==> config.mk <==
export PLATFORM = sky130hd
export DESIGN_NAME = cs_conversion_sequencer
export DESIGN_NICKNAME = d
export VERILOG_FILES = /design/src/design/cs_pkg.sv /design/src/design/cs_conversion_sequencer.sv
export SDC_FILE = /design/constraint.sdc
export NUM_CORES = 1
export LEC_CHECK = 0
export ABC_AREA = 1
export BUFFER_PORTS_ARGS = -buffer_cell sky130_fd_sc_hd__buf_4
export CELL_PAD_IN_SITES_DETAIL_PLACEMENT = 1
export CELL_PAD_IN_SITES_GLOBAL_PLACEMENT = 1
export CORE_MARGIN = 2
export CORE_UTILIZATION = 37
export DETAILED_ROUTE_END_ITERATION = 16
export GPL_TIMING_DRIVEN = 0
export PLACE_DENSITY_LB_ADDON = 0.1
export SLEW_MARGIN = 10
export SYNTH_ARGS = -nofsm -noshare
export SYNTH_HDL_FRONTEND = slang
export SYNTH_SLANG_ARGS = --single-unit
==> constraint.sdc <==
create_clock -name clock -period 2.9 [get_ports clock]
set_input_delay 0.145 -clock clock [delete_from_list [all_inputs] [get_ports clock]]
set_output_delay 0.145 -clock clock [all_outputs]
set_load 0.005 [all_outputs]
==> src/design/cs_pkg.sv <==
// Constants, register map and types for the conversion sequencer
package cs_pkg;
  // Register byte offsets on the APB slave
  localparam logic [7:0] CS_CTRL_OFS = 8'h00;
  localparam logic [7:0] CS_TRIG_OFS = 8'h04;
  localparam logic [7:0] CS_SEL_OFS  = 8'h08;
  localparam logic [7:0] CS_RLO_OFS  = 8'h0C;
  localparam logic [7:0] CS_RHI_OFS  = 8'h10;
  // Control, trigger and select register field positions
  localparam int CS_EN_BIT   = 7;
  localparam int CS_GO_BIT   = 6;
  localparam int CS_ATE_BIT  = 5;
  localparam int CS_DONE_BIT = 4;
  localparam int CS_DIV_LSB  = 0;
  localparam int CS_TSS_LSB  = 5;
  localparam int CS_CH_LSB   = 0;
  localparam int CS_REF_LSB  = 6;
  // Reset values
  localparam logic [2:0] CS_DIV_RST = 3'h0;
  localparam logic [2:0] CS_TSS_RST = 3'h0;
  localparam logic [4:0] CS_CH_RST  = 5'h00;
  localparam logic [1:0] CS_REF_RST = 2'h0;
  // Trigger source code that means free running on the done flag
  localparam logic [2:0] CS_TSS_FREE = 3'h0;
  // Channel codes from this value up are differential
  localparam logic [4:0] CS_DIFF_MIN = 5'h08;
  // CPU cycles of trigger synchronisation
  localparam int CS_SYNC_CYCLES = 3;
  // Conversion figures in converter clock cycles, then in half cycles
  localparam int CS_NORM_CYC  = 13;
  localparam int CS_FIRST_CYC = 25;
  localparam int CS_DIFF_CYC  = 14;
  localparam logic [5:0] CS_NORM_END  = 6'(2 * CS_NORM_CYC);
  localparam logic [5:0] CS_FIRST_END = 6'(2 * CS_FIRST_CYC);
  localparam logic [5:0] CS_DIFF_END  = 6'(2 * CS_DIFF_CYC);
  localparam logic [5:0] CS_AUTO_END  = 6'd27;  // 13.5 cycles
  localparam logic [5:0] CS_NORM_SH   = 6'd3;   // 1.5 cycles
  localparam logic [5:0] CS_FIRST_SH  = 6'd27;  // 13.5 cycles
  localparam logic [5:0] CS_DIFF_SH   = 6'd5;   // 2.5 cycles
  localparam logic [5:0] CS_AUTO_SH   = 6'd4;   // 2 cycles
  localparam logic [5:0] CS_LAST_CYC  = 6'd2;   // one cycle in halves
  typedef enum logic [1:0] {
    CS_IDLE  = 2'b00,
    CS_ARMED = 2'b01,
    CS_BUSY  = 2'b11
  } cs_state_t;
endpackage : cs_pkg
==> src/design/cs_conversion_sequencer.sv <==
// Conversion sequencer: APB registers, prescaler, start and timing control
// Behaviour
// [RULE_01] Go bit starts one conversion, self-clears
// [RULE_02] Channel change waits for running conversion
// [RULE_03] Trigger edge resets prescaler, starts conversion
// [RULE_04] Held level or busy-time edges ignored
// [RULE_05] Trigger flag set regardless of interrupt enables
// [RULE_06] Done flag source runs free after go
// [RULE_07] Go works under auto trigger; reads busy
// [RULE_08] Prescaler divides; held reset while disabled
// [RULE_09] Software keeps converter clock 50-200 kHz
// [RULE_10] User single-ended start on next rising edge
// [RULE_11] Normal 13 cycles, first 25 cycles
// [RULE_12] Sample at 1.5, first at 13.5
// [RULE_13] Completion stores result, sets done, clears go
// [RULE_14] Auto: sample at 2, 13.5 total, 3-cycle sync
// [RULE_15] Differential external-trigger conversions take 25 cycles
// [RULE_16] Free running restarts at once, go high
// [RULE_17] Differential user start 13/14 by phase
// [RULE_18] Software toggles enable between gain conversions
// [RULE_19] Selection buffered, locked while converting
// [RULE_20] Software waits one cycle before reselecting
// [RULE_21] Software beware selection changes under triggers
// [RULE_22] Software updates selection only at safe points
// [RULE_23] Low byte read locks result until high
// [RULE_24] Go zero write ignored; trigger sampled synchronously
//
// The implementer's own choices: the register addresses and the APB register port.
`timescale 1ns/1ps
module cs_conversion_sequencer
  import cs_pkg::*;
#(
  parameter int DIV_W = 7
) (
  input  wire logic        clock,
  input  wire logic        rst,
  input  wire logic        psel,
  input  wire logic        penable,
  input  wire logic        pwrite,
  input  wire logic [7:0]  paddr,
  input  wire logic [31:0] pwdata,
  output logic [31:0]      prdata,
  output logic             pready,
  output logic             pslverr,
  input  wire logic [7:0]  trigger_sources,
  input  wire logic [9:0]  sar_result,
  output logic             analog_enable,
  output logic             converter_clock,
  output logic             half_rate_phase_clock,
  output logic             conv_active,
  output logic             sample_hold,
  output logic             conv_complete,
  output logic [4:0]       active_channel,
  output logic [1:0]       active_reference
);

  function automatic logic [DIV_W-1:0] half_ratio(input logic [2:0] s);
    half_ratio = (s == 3'h0) ? DIV_W'(1) : DIV_W'(1) << (s - 3'h1);
  endfunction : half_ratio

  cs_state_t        state;
  cs_state_t        next_state;
  logic             converter_enable;
  logic             auto_trigger_enable;
  logic             conversion_done_flag;
  logic [2:0]       clock_divider_select;
  logic [2:0]       trigger_source_select;
  logic [4:0]       channel_select_field;
  logic [1:0]       reference_select_field;
  logic [DIV_W-1:0] pcnt;
  logic [5:0]       half_cnt;
  logic [5:0]       sh_point;
  logic [5:0]       end_point;
  logic             first_conv;
  logic             trig_prev;
  logic [CS_SYNC_CYCLES-1:0] trig_sync;
  logic [9:0]       result;
  logic             result_locked;

  // APB decode
  wire       acc      = psel & penable;
  wire       wr       = acc & pwrite;
  wire       rd       = acc & ~pwrite;
  wire       hit_ctrl = paddr == CS_CTRL_OFS;
  wire       hit_trig = paddr == CS_TRIG_OFS;
  wire       hit_sel  = paddr == CS_SEL_OFS;
  wire       hit_rlo  = paddr == CS_RLO_OFS;
  wire       hit_rhi  = paddr == CS_RHI_OFS;
  wire       mapped   = hit_ctrl | hit_trig | hit_sel | hit_rlo | hit_rhi;
  wire       wr_ctrl  = wr & hit_ctrl;
  wire       en_wr    = pwdata[CS_EN_BIT];
  // Writing zero to the go bit does nothing
  wire       go_wr    = wr_ctrl & pwdata[CS_GO_BIT]; // [RULE_24]
  wire       done_clr = wr_ctrl & pwdata[CS_DONE_BIT];

  // Prescaler and converter clock edges
  wire       half_tick = pcnt == half_ratio(clock_divider_select) - DIV_W'(1);
  wire       rise_tick = half_tick & ~converter_clock;
  wire       busy      = state == CS_BUSY;
  wire [5:0] half_nx   = half_cnt + 6'd1;
  wire       complete  = busy & half_tick & (half_nx == end_point);
  wire       diff_sel  = active_channel >= CS_DIFF_MIN;
  wire       free_mode = auto_trigger_enable & (trigger_source_select == CS_TSS_FREE);

  // Trigger edge detection in the CPU clock domain
  wire       trig_now  = trigger_sources[trigger_source_select];
  wire       trig_edge = trig_now & ~trig_prev; // [RULE_24]
  wire       trig_ok   = converter_enable & auto_trigger_enable & ~free_mode & ~busy;
  wire       trig_fire = trig_sync[CS_SYNC_CYCLES-1] & trig_ok; // [RULE_04] [RULE_14]
  wire       user_go   = (state == CS_ARMED) & rise_tick; // [RULE_10]
  wire       free_go   = complete & free_mode & converter_enable; // [RULE_06] [RULE_16]
  wire       start     = trig_fire | user_go | free_go;

  // Timing of the conversion about to start
  logic [5:0] next_sh;
  logic [5:0] next_end;
  always_comb begin
    next_sh  = CS_NORM_SH;
    next_end = CS_NORM_END;
    if (trig_fire) begin
      if (diff_sel || first_conv) begin // [RULE_15]
        next_sh  = CS_FIRST_SH;
        next_end = CS_FIRST_END;
      end else begin
        next_sh  = CS_AUTO_SH; // [RULE_14]
        next_end = CS_AUTO_END;
      end
    end else if (free_go) begin
      if (diff_sel) begin // [RULE_17]
        next_sh  = CS_DIFF_SH;
        next_end = CS_DIFF_END;
      end
    end else if (first_conv) begin
      next_sh  = CS_FIRST_SH; // [RULE_11] [RULE_12]
      next_end = CS_FIRST_END;
    end else if (diff_sel && half_rate_phase_clock) begin
      next_sh  = CS_DIFF_SH; // [RULE_17]
      next_end = CS_DIFF_END;
    end
  end

  always_comb begin
    next_state = state;
    case (state)
      CS_IDLE: begin
        if (trig_fire) begin
          next_state = CS_BUSY; // [RULE_03]
        end else if (go_wr && converter_enable && en_wr) begin
          next_state = CS_ARMED; // [RULE_01] [RULE_07]
        end
      end
      CS_ARMED: begin
        if (start) begin
          next_state = CS_BUSY;
        end
      end
      CS_BUSY: begin
        if (complete && !free_go) begin
          next_state = CS_IDLE; // [RULE_13]
        end
      end
      default: next_state = CS_IDLE;
    endcase
    if (!converter_enable) begin
      next_state = CS_IDLE;
    end
  end

  always_ff @(posedge clock) begin
    if (rst) begin
      state <= CS_IDLE;
    end else begin
      state <= next_state;
    end
  end

  // Register writes
  always_ff @(posedge clock) begin
    if (rst) begin
      converter_enable       <= 1'b0;
      auto_trigger_enable    <= 1'b0;
      clock_divider_select   <= CS_DIV_RST;
      trigger_source_select  <= CS_TSS_RST;
      channel_select_field   <= CS_CH_RST;
      reference_select_field <= CS_REF_RST;
    end else begin
      if (wr_ctrl) begin
        converter_enable     <= en_wr;
        auto_trigger_enable  <= pwdata[CS_ATE_BIT];
        clock_divider_select <= pwdata[CS_DIV_LSB +: 3];
      end
      if (wr && hit_trig) begin
        trigger_source_select <= pwdata[CS_TSS_LSB +: 3];
      end
      if (wr && hit_sel) begin
        channel_select_field   <= pwdata[CS_CH_LSB +: 5];
        reference_select_field <= pwdata[CS_REF_LSB +: 2];
      end
    end
  end

  // Done flag: own event sets it regardless of any interrupt enable
  always_ff @(posedge clock) begin
    if (rst) begin
      conversion_done_flag <= 1'b0;
    end else begin
      conversion_done_flag <= (conversion_done_flag & ~done_clr) | complete; // [RULE_05] [RULE_13]
    end
  end

  // Prescaler: reset while disabled and on each accepted trigger
  always_ff @(posedge clock) begin
    if (rst || !converter_enable || trig_fire) begin // [RULE_08] [RULE_03]
      pcnt                  <= '0;
      converter_clock       <= 1'b0;
      half_rate_phase_clock <= 1'b0;
    end else if (half_tick) begin
      pcnt            <= '0;
      converter_clock <= ~converter_clock;
      if (rise_tick) begin
        half_rate_phase_clock <= ~half_rate_phase_clock;
      end
    end else begin
      pcnt <= pcnt + DIV_W'(1);
    end
  end

  // Conversion counter in half converter cycles
  always_ff @(posedge clock) begin
    if (rst || !converter_enable) begin
      half_cnt    <= 6'd0;
      sh_point    <= CS_NORM_SH;
      end_point   <= CS_NORM_END;
      sample_hold <= 1'b0;
    end else begin
      sample_hold <= busy & half_tick & (half_nx == sh_point) & ~complete; // [RULE_12]
      if (start) begin
        half_cnt  <= 6'd0;
        sh_point  <= next_sh;
        end_point <= next_end; // [RULE_11]
      end else if (busy && half_tick) begin
        half_cnt <= half_nx;
      end
    end
  end

  // First conversion after enable rises uses the long timing
  always_ff @(posedge clock) begin
    if (rst) begin
      first_conv <= 1'b0;
    end else if (wr_ctrl && en_wr && !converter_enable) begin
      first_conv <= 1'b1; // [RULE_11]
    end else if (start) begin
      first_conv <= 1'b0;
    end
  end

  // Three-stage pipeline gives the fixed synchronisation delay
  always_ff @(posedge clock) begin
    if (rst) begin
      trig_prev <= 1'b0;
      trig_sync <= '0;
    end else begin
      trig_prev <= trig_now;
      trig_sync <= {trig_sync[CS_SYNC_CYCLES-2:0], trig_edge & trig_ok}; // [RULE_04] [RULE_14]
    end
  end

  // Selection buffer frozen mid-conversion, open in the last cycle
  wire sel_open = !busy || (half_cnt >= end_point - CS_LAST_CYC);
  always_ff @(posedge clock) begin
    if (rst) begin
      active_channel   <= CS_CH_RST;
      active_reference <= CS_REF_RST;
    end else if (sel_open && !start) begin // [RULE_19] [RULE_02]
      active_channel   <= channel_select_field;
      active_reference <= reference_select_field;
    end
  end

  // Result store; low-byte read guards against torn 10-bit reads
  always_ff @(posedge clock) begin
    if (rst) begin
      result        <= 10'h000;
      result_locked <= 1'b0;
    end else begin
      if (complete && !result_locked) begin
        result <= sar_result; // [RULE_13] [RULE_23]
      end
      if (rd && hit_rhi) begin
        result_locked <= 1'b0;
      end else if (rd && hit_rlo) begin
        result_locked <= 1'b1; // [RULE_23]
      end
    end
  end

  always_ff @(posedge clock) begin
    if (rst) begin
      conv_complete <= 1'b0;
    end else begin
      conv_complete <= complete;
    end
  end

  // Go bit reads high while armed or converting
  wire        go_rd    = state != CS_IDLE; // [RULE_01] [RULE_07] [RULE_16]
  wire [31:0] ctrl_rd  = {24'h000000, converter_enable, go_rd, auto_trigger_enable,
                          conversion_done_flag, 1'b0, clock_divider_select};
  wire [31:0] trig_rd  = {24'h000000, trigger_source_select, 5'h00};
  wire [31:0] sel_rd   = {24'h000000, reference_select_field, 1'b0, channel_select_field};
  wire [31:0] rlo_rd   = {24'h000000, result[7:0]};
  wire [31:0] rhi_rd   = {30'h00000000, result[9:8]};

  assign prdata = hit_ctrl ? ctrl_rd :
                  hit_trig ? trig_rd :
                  hit_sel  ? sel_rd  :
                  hit_rlo  ? rlo_rd  :
                  hit_rhi  ? rhi_rd  : 32'h00000000;
  assign pready        = 1'b1;
  assign pslverr       = acc & ~mapped;
  assign analog_enable = converter_enable;
  assign conv_active   = busy;

endmodule : cs_conversion_sequencer

Yosys cells after proc, flatten, opt, wreduce, memory -nomap -nowiden
Index checks and enable logic that the tools add are counted.
{"block": "totals", "register_bits": 70, "out_inout_bits": 47, "latch_bits": 0, "memories": 0, "ram_bits": 0, "mem_bits_ro": 0, "in_bits": 63, "wordCells": 145}
{"block": "op_classes", "add_sub_neg": 5, "n_bitwise": 40, "reduce_logical": 34, "n_eq_ne": 12, "div": 0, "n_mul": 0, "n_mux": 27, "shifts": 1, "order_cmp": 3}
{"op": "2-to-1 mux 6 bit", "count": 6}
{"op": "2-to-1 mux 8 bit", "count": 4}
{"op": "AND 1 bit", "count": 23}
{"op": "equality test 8 x 4 -> 1 bit, second input constant", "count": 2}
{"op": "logical AND 1 bit", "count": 13}
{"op": "equality test 6 bit", "count": 2}
{"op": "2-to-1 mux 3 bit", "count": 4}
{"op": "2-to-1 mux 2 bit", "count": 5}
{"op": "2-to-1 mux 5 bit", "count": 2}
{"op": "inverter 1 bit", "count": 10}
{"op": "equality test 8 x 3 -> 1 bit, second input constant", "count": 1}
{"op": "equality test 8 x 5 -> 1 bit, second input constant", "count": 1}
{"op": "zero test 8 bit", "count": 1}
{"op": "OR reduction 2 bit", "count": 4}
{"op": "adder 7 x 1 -> 7 bit, second input constant", "count": 1}
{"op": "equality test 7 bit", "count": 1}
{"op": "2-to-1 mux 7 bit", "count": 1}
{"op": "OR 1 bit", "count": 7}
{"op": "<< shifter 1 x 3 -> 7 bit, first input constant", "count": 1}
{"op": "subtractor 7 x 1 -> 7 bit, second input constant", "count": 1}
{"op": "adder 6 x 1 -> 6 bit, second input constant", "count": 1}
{"op": "greater-or-equal comparator 6 bit", "count": 1}
{"op": "zero test 3 bit", "count": 2}
{"op": "case mux 2 bit (3 select lines)", "count": 1}
{"op": "other kinds (17)", "count": 27}

Depth between registers and ports, before layout
{"block": "depth", "ltp_word": 13, "depth_mapped": 19, "ltp_nobuf": 18}

Worst setup path after synthesis
No wires, ideal clock.
{"block": "synth_timing", "path_type": "reg2reg", "startpoint": "register clock_divider_select[1]", "endpoint": "register result[1]", "path_buffers": 2, "t_arrival_ps": 2095, "stages_incl_launch_ff": 16, "setup_ps": 118, "setup_slack_ps": 688, "period_less_slack_ps": 2212, "required_time_ps": 2782, "path_cell_list": "dfxtp_1 -> buf_2 -> inv_2 -> nand2_1 -> ha_1 -> xor2_1 -> nand3_1 -> nor2_2 -> nand2_4 -> nor2_8 -> nand2_4 -> nor3_4 -> nand2_2 -> buf_6 -> o21ai_1 -> a21oi_2"}
{"block": "synth_between", "elab_chain_cells": 8, "elab_cells_between_ends": 9, "classes_between": "add/sub: 2; eq/ne: 1; shift: 1; mux: 1; bitwise: 2; reduce/logical: 2"}
{"element": "start, declared", "line": "cs_conversion_sequencer.sv:66", "rtl": "logic [2:0] clock_divider_select;"}
{"element": "start signal, assigned", "line": "cs_conversion_sequencer.sv:190", "rtl": "clock_divider_select <= pwdata[CS_DIV_LSB +: 3];"}
{"element": "subtractor 3 x 1 -> 3 bit", "line": "cs_conversion_sequencer.sv:58", "rtl": "half_ratio = (s == 3'h0) ? DIV_W'(1) : DIV_W'(1) << (s - 3'h1);"}
{"element": "<< shifter 1 x 3 -> 7 bit", "line": "cs_conversion_sequencer.sv:58"}
{"element": "2-to-1 mux 7 bit (*)", "line": "cs_conversion_sequencer.sv:58"}
{"element": "subtractor 7 x 1 -> 7 bit (*)", "line": "cs_conversion_sequencer.sv:97", "rtl": "wire half_tick = pcnt == half_ratio(clock_divider_select) - DIV_W'(1);"}
{"element": "equality test 7 bit (*)", "line": "cs_conversion_sequencer.sv:97"}
{"element": "AND 1 bit (*) (2 in series)", "line": "cs_conversion_sequencer.sv:101", "rtl": "wire complete = busy & half_tick & (half_nx == end_point);"}
{"element": "logical AND 1 bit (*)", "line": "cs_conversion_sequencer.sv:287", "rtl": "if (complete && !result_locked) begin"}
{"element": "end signal, assigned", "line": "cs_conversion_sequencer.sv:288", "rtl": "result <= sar_result;"}
{"element": "end, declared", "line": "cs_conversion_sequencer.sv:77", "rtl": "logic [9:0] result;"}
Every way passes the cells marked *; elsewhere a longest branch is shown, timed or not.
A chain may end at the register's enable or synchronous reset.

Worst setup path in the final report
{"block": "layout_timing", "startpoint": "register clock_divider_select[1]", "endpoint": "register result[2]"}
The elaborated chain is that of the path after synthesis.

==> metrics.txt <==
Slew Limit Fails 0; Synth Area in Compound Gates 0.1678; #FFs+latches synth 66; pin count of the biggest net entering global routing 14; Placed Cells 735; core box area 0.009819 mm^2; Routed Antenna Nets 0; gr busiest metal met2; worst-case clock buffer depth 2; first-pass GRT wire length 17790 um; Die H 104.8 um; number of global-route vias before repair 3673; initial antenna violation count 0; final-report hold violation count 0; Die X 104.8 um; Ant. Diodes 0; Clock transition at path regs 0.08 ns; Ports 110; Initial Util 0.3826; area grow syn2layout 25.71%; Synth Area in Simple Gates 0.2784; Syn. warnings 0; clk_skew 0.01530 ns; EDFF count, synth 0; routability cong. 0.8376; RSZ-0062 raised after global routing no; met2 GRT Util 0.3520; total of max-cap violations 0; CTS Root Cell clkbuf_8; WP data required 3.13 ns; CP Capture Type flop; worst min-delay path category in -> reg; critical path peak fanout 10; sequential area share after synthesis 0.3516; Synth Area in XOR/XNOR 0.02131; DR pass1 iterations 4; combinational family with the most area after synthesis simple AND/OR/NAND/NOR gates; proportion of synthesized area in mux cells 0; H-tree depth 3; worst-margin pin slew 0.8633 ns; WL per Instance 13.88 um; FMAX 379.1 MHz; Die ar. 0.01098 mm^2; fin cells 754; Vias 3580; final wirelength 10460 um; Synth cell types 47; R2R setup slack 0.26 ns; peak supply drop 0.1582 mV; 1st-iter DRT viols 109; outcome completed; GRT overflow 0; placement row count 36; kind of start point of the critical path flop; worst skew pair latency 0.35 ns; Avg Vias per Cell 4.748; Slew HR 0.4192; Crit path arrival time 2.87 ns; met3 Track Usage GR 0.02807; total negative slack 0 ns; Final Cycle Share 0.9097; Synth Instances 519; async set or reset register ratio after synthesis 0; Finished Core Util 0.4810; port buffer count 60; final setup fails 0; Post-synth top flop dfxtp_1; Adder-Cell Fraction of Synth Area 0.03330; Nets 689; DP Wirelength 8326 um; M1 GR Usage 0.2519; Final min period 2.638 ns; CTS buffer count 9; Mean Syn Cell Area 7.240 um^2; CTS tree built; clock sinks 66; pwr/cell area 406.7 mW/mm^2; Total GRT Usage 0.1999; leakage 2.079 nW; DRC 0; Crit Path Class reg -> reg; share of cells above drive strength 1 0.2351; Cell Area, Synth 0.003757 mm^2
==> cells in the final DEF, fill, tap and decap left out, types with 5 or more instances in the layout <==
cell / synthesis / layout
a21oi_1: 33 / 33
o21ai_1: 12 / 12
buf_4: 25 / 86
dfxtp_1: 66 / 65
o21ai_0: 28 / 28
ha_1: 10 / 10
nor3_1: 7 / 7
clkbuf_8: 0 / 9
nor2_1: 53 / 53
inv_1: 75 / 75
nand3_1: 33 / 33
nand2_4: 5 / 5
a21oi_2: 10 / 10
nand2_1: 93 / 93
nand4_1: 10 / 10
conb_1: 2 / 25
==> flip-flops by register name, indices dropped and copies added (netlist names), 2 cells and up <==
signal	cells
active_channel	5
active_reference	2
channel_select_field	5
clock_divider_select	3
end_point	4
half_cnt	6
pcnt	7
reference_select_field	2
result	10
sh_point	4
state	2
trig_sync	3
trigger_source_select	3
==> report_power, final <==
part,switching [W],internal (W)
clock,0.000412,0.000490
combinational,0.0000489,0.0000640
sequential,0.000000368,0.000906
total,0.000461,0.00146
==> per-stage QoR <==
| step | hold slack (ns) | worst slack [ns] | cell area [um^2] | total power (W) |
|---|---|---|---|---|
| final | 0.03239 | 0.2618 | 4723 | 0.001921 |
| after global routing | 0.03665 | 0.06220 | 4723 | 0.001996 |
| after CTS | 0.02921 | 0.1661 | 4695 | 0.001934 |
| after detailed placement | 0.3770 | 0.2142 | 4461 | 0.001038 |
| after global placement | 0.3677 | 0.2687 | 4461 | 0.001036 |
| after floorplan | 0.2141 | 0.6876 | 3844 | 0.0009851 |
==> path summary, 6_finish.rpt <==
path                           startpoint                      end  depth (start not counted)
setup / recovery  clock_divider_select[1]                result[2]                         19
hold / removal                  pwdata[0]  channel_select_field[0]                          3
hold reg to reg                 trig_prev             trig_sync[0]                          1
setup reg to reg  clock_divider_select[1]                result[2]                         19
==> routing by layer <==
metal,up-vias,share of wire
met1,1666,0.46
met5,-,0
li1,1832,-
met4,0,0.014
met2,69,0.49
met3,13,0.036
==> cell type report <==
cell class	instances	area, um^2
multi-input cells	364	1976
clock inverters	7	100.1
flip-flops and latches	66	1323
repair buffers	63	488.0
fillers	1333	5096
plain buffers	33	245.2
well taps	133	166.4
inverters	79	301.5
clock buffers	9	123.9
==> logic make-up after synthesis <==
family	Yosys count
other	2
buffers and inverters	112
AO/OA/AOI/OAI	104
adder cells (fa/ha/maj)	10
XOR/XNOR	7
flip-flops	66
AND/OR/NAND/NOR	218
==> Yosys cell counts (2+ instances only) <==
cell type / n / area (um^2)
nand2_1: 93 / 349.1
inv_1: 75 / 281.5
dfxtp_1: 66 / 1321
nor2_1: 53 / 198.9
a21oi_1: 33 / 165.2
nand3_1: 33 / 165.2
o21ai_0: 28 / 140.1
buf_4: 25 / 187.7
o21ai_1: 12 / 60.06
a21oi_2: 10 / 87.58
ha_1: 10 / 125.1
nand4_1: 10 / 62.56
nor3_1: 7 / 35.03
nand2_4: 5 / 56.30
clkbuf_1: 4 / 15.01
o22ai_1: 4 / 25.02
xor2_1: 4 / 35.03
inv_2: 3 / 11.26
a221oi_1: 2 / 17.52
buf_6: 2 / 22.52
conb_1: 2 / 7.510
nand2_2: 2 / 12.51
nand3_2: 2 / 20.02
nor2_2: 2 / 12.51
nor2_4: 2 / 22.52
nor4_1: 2 / 12.51
o2111ai_1: 2 / 17.52
o211ai_1: 2 / 15.01
o21ai_2: 2 / 17.52
o21bai_1: 2 / 15.01
o221ai_1: 2 / 17.52
or2_2: 2 / 12.51
xnor2_1: 2 / 17.52
==> critical path: stages, from the launching register on <==
cell     delay (ns)
dfxtp_1        0.30
buf_2          0.17
inv_2          0.09
nand2_1        0.08
ha_1           0.23
inv_1          0.08
nand2_1        0.08
nand2_1        0.07
nand2_1        0.06
nand2_1        0.06
nand2_1        0.05
nor2_2         0.16
nand2_4        0.14
nor2_8         0.17
nand2_4        0.07
nor3_4         0.23
nand2_2        0.12
buf_6          0.16
o21ai_1        0.16
a21oi_2        0.04
==> repair_timing <==
action                     CTS  global route
setup buffers                0             2
setup endpoints to repair    0             1
hold buffers                 1             0
hold endpoints to repair     1             0
resized for setup            0             1
Note: power is estimated with default switching activity, not from simulation.
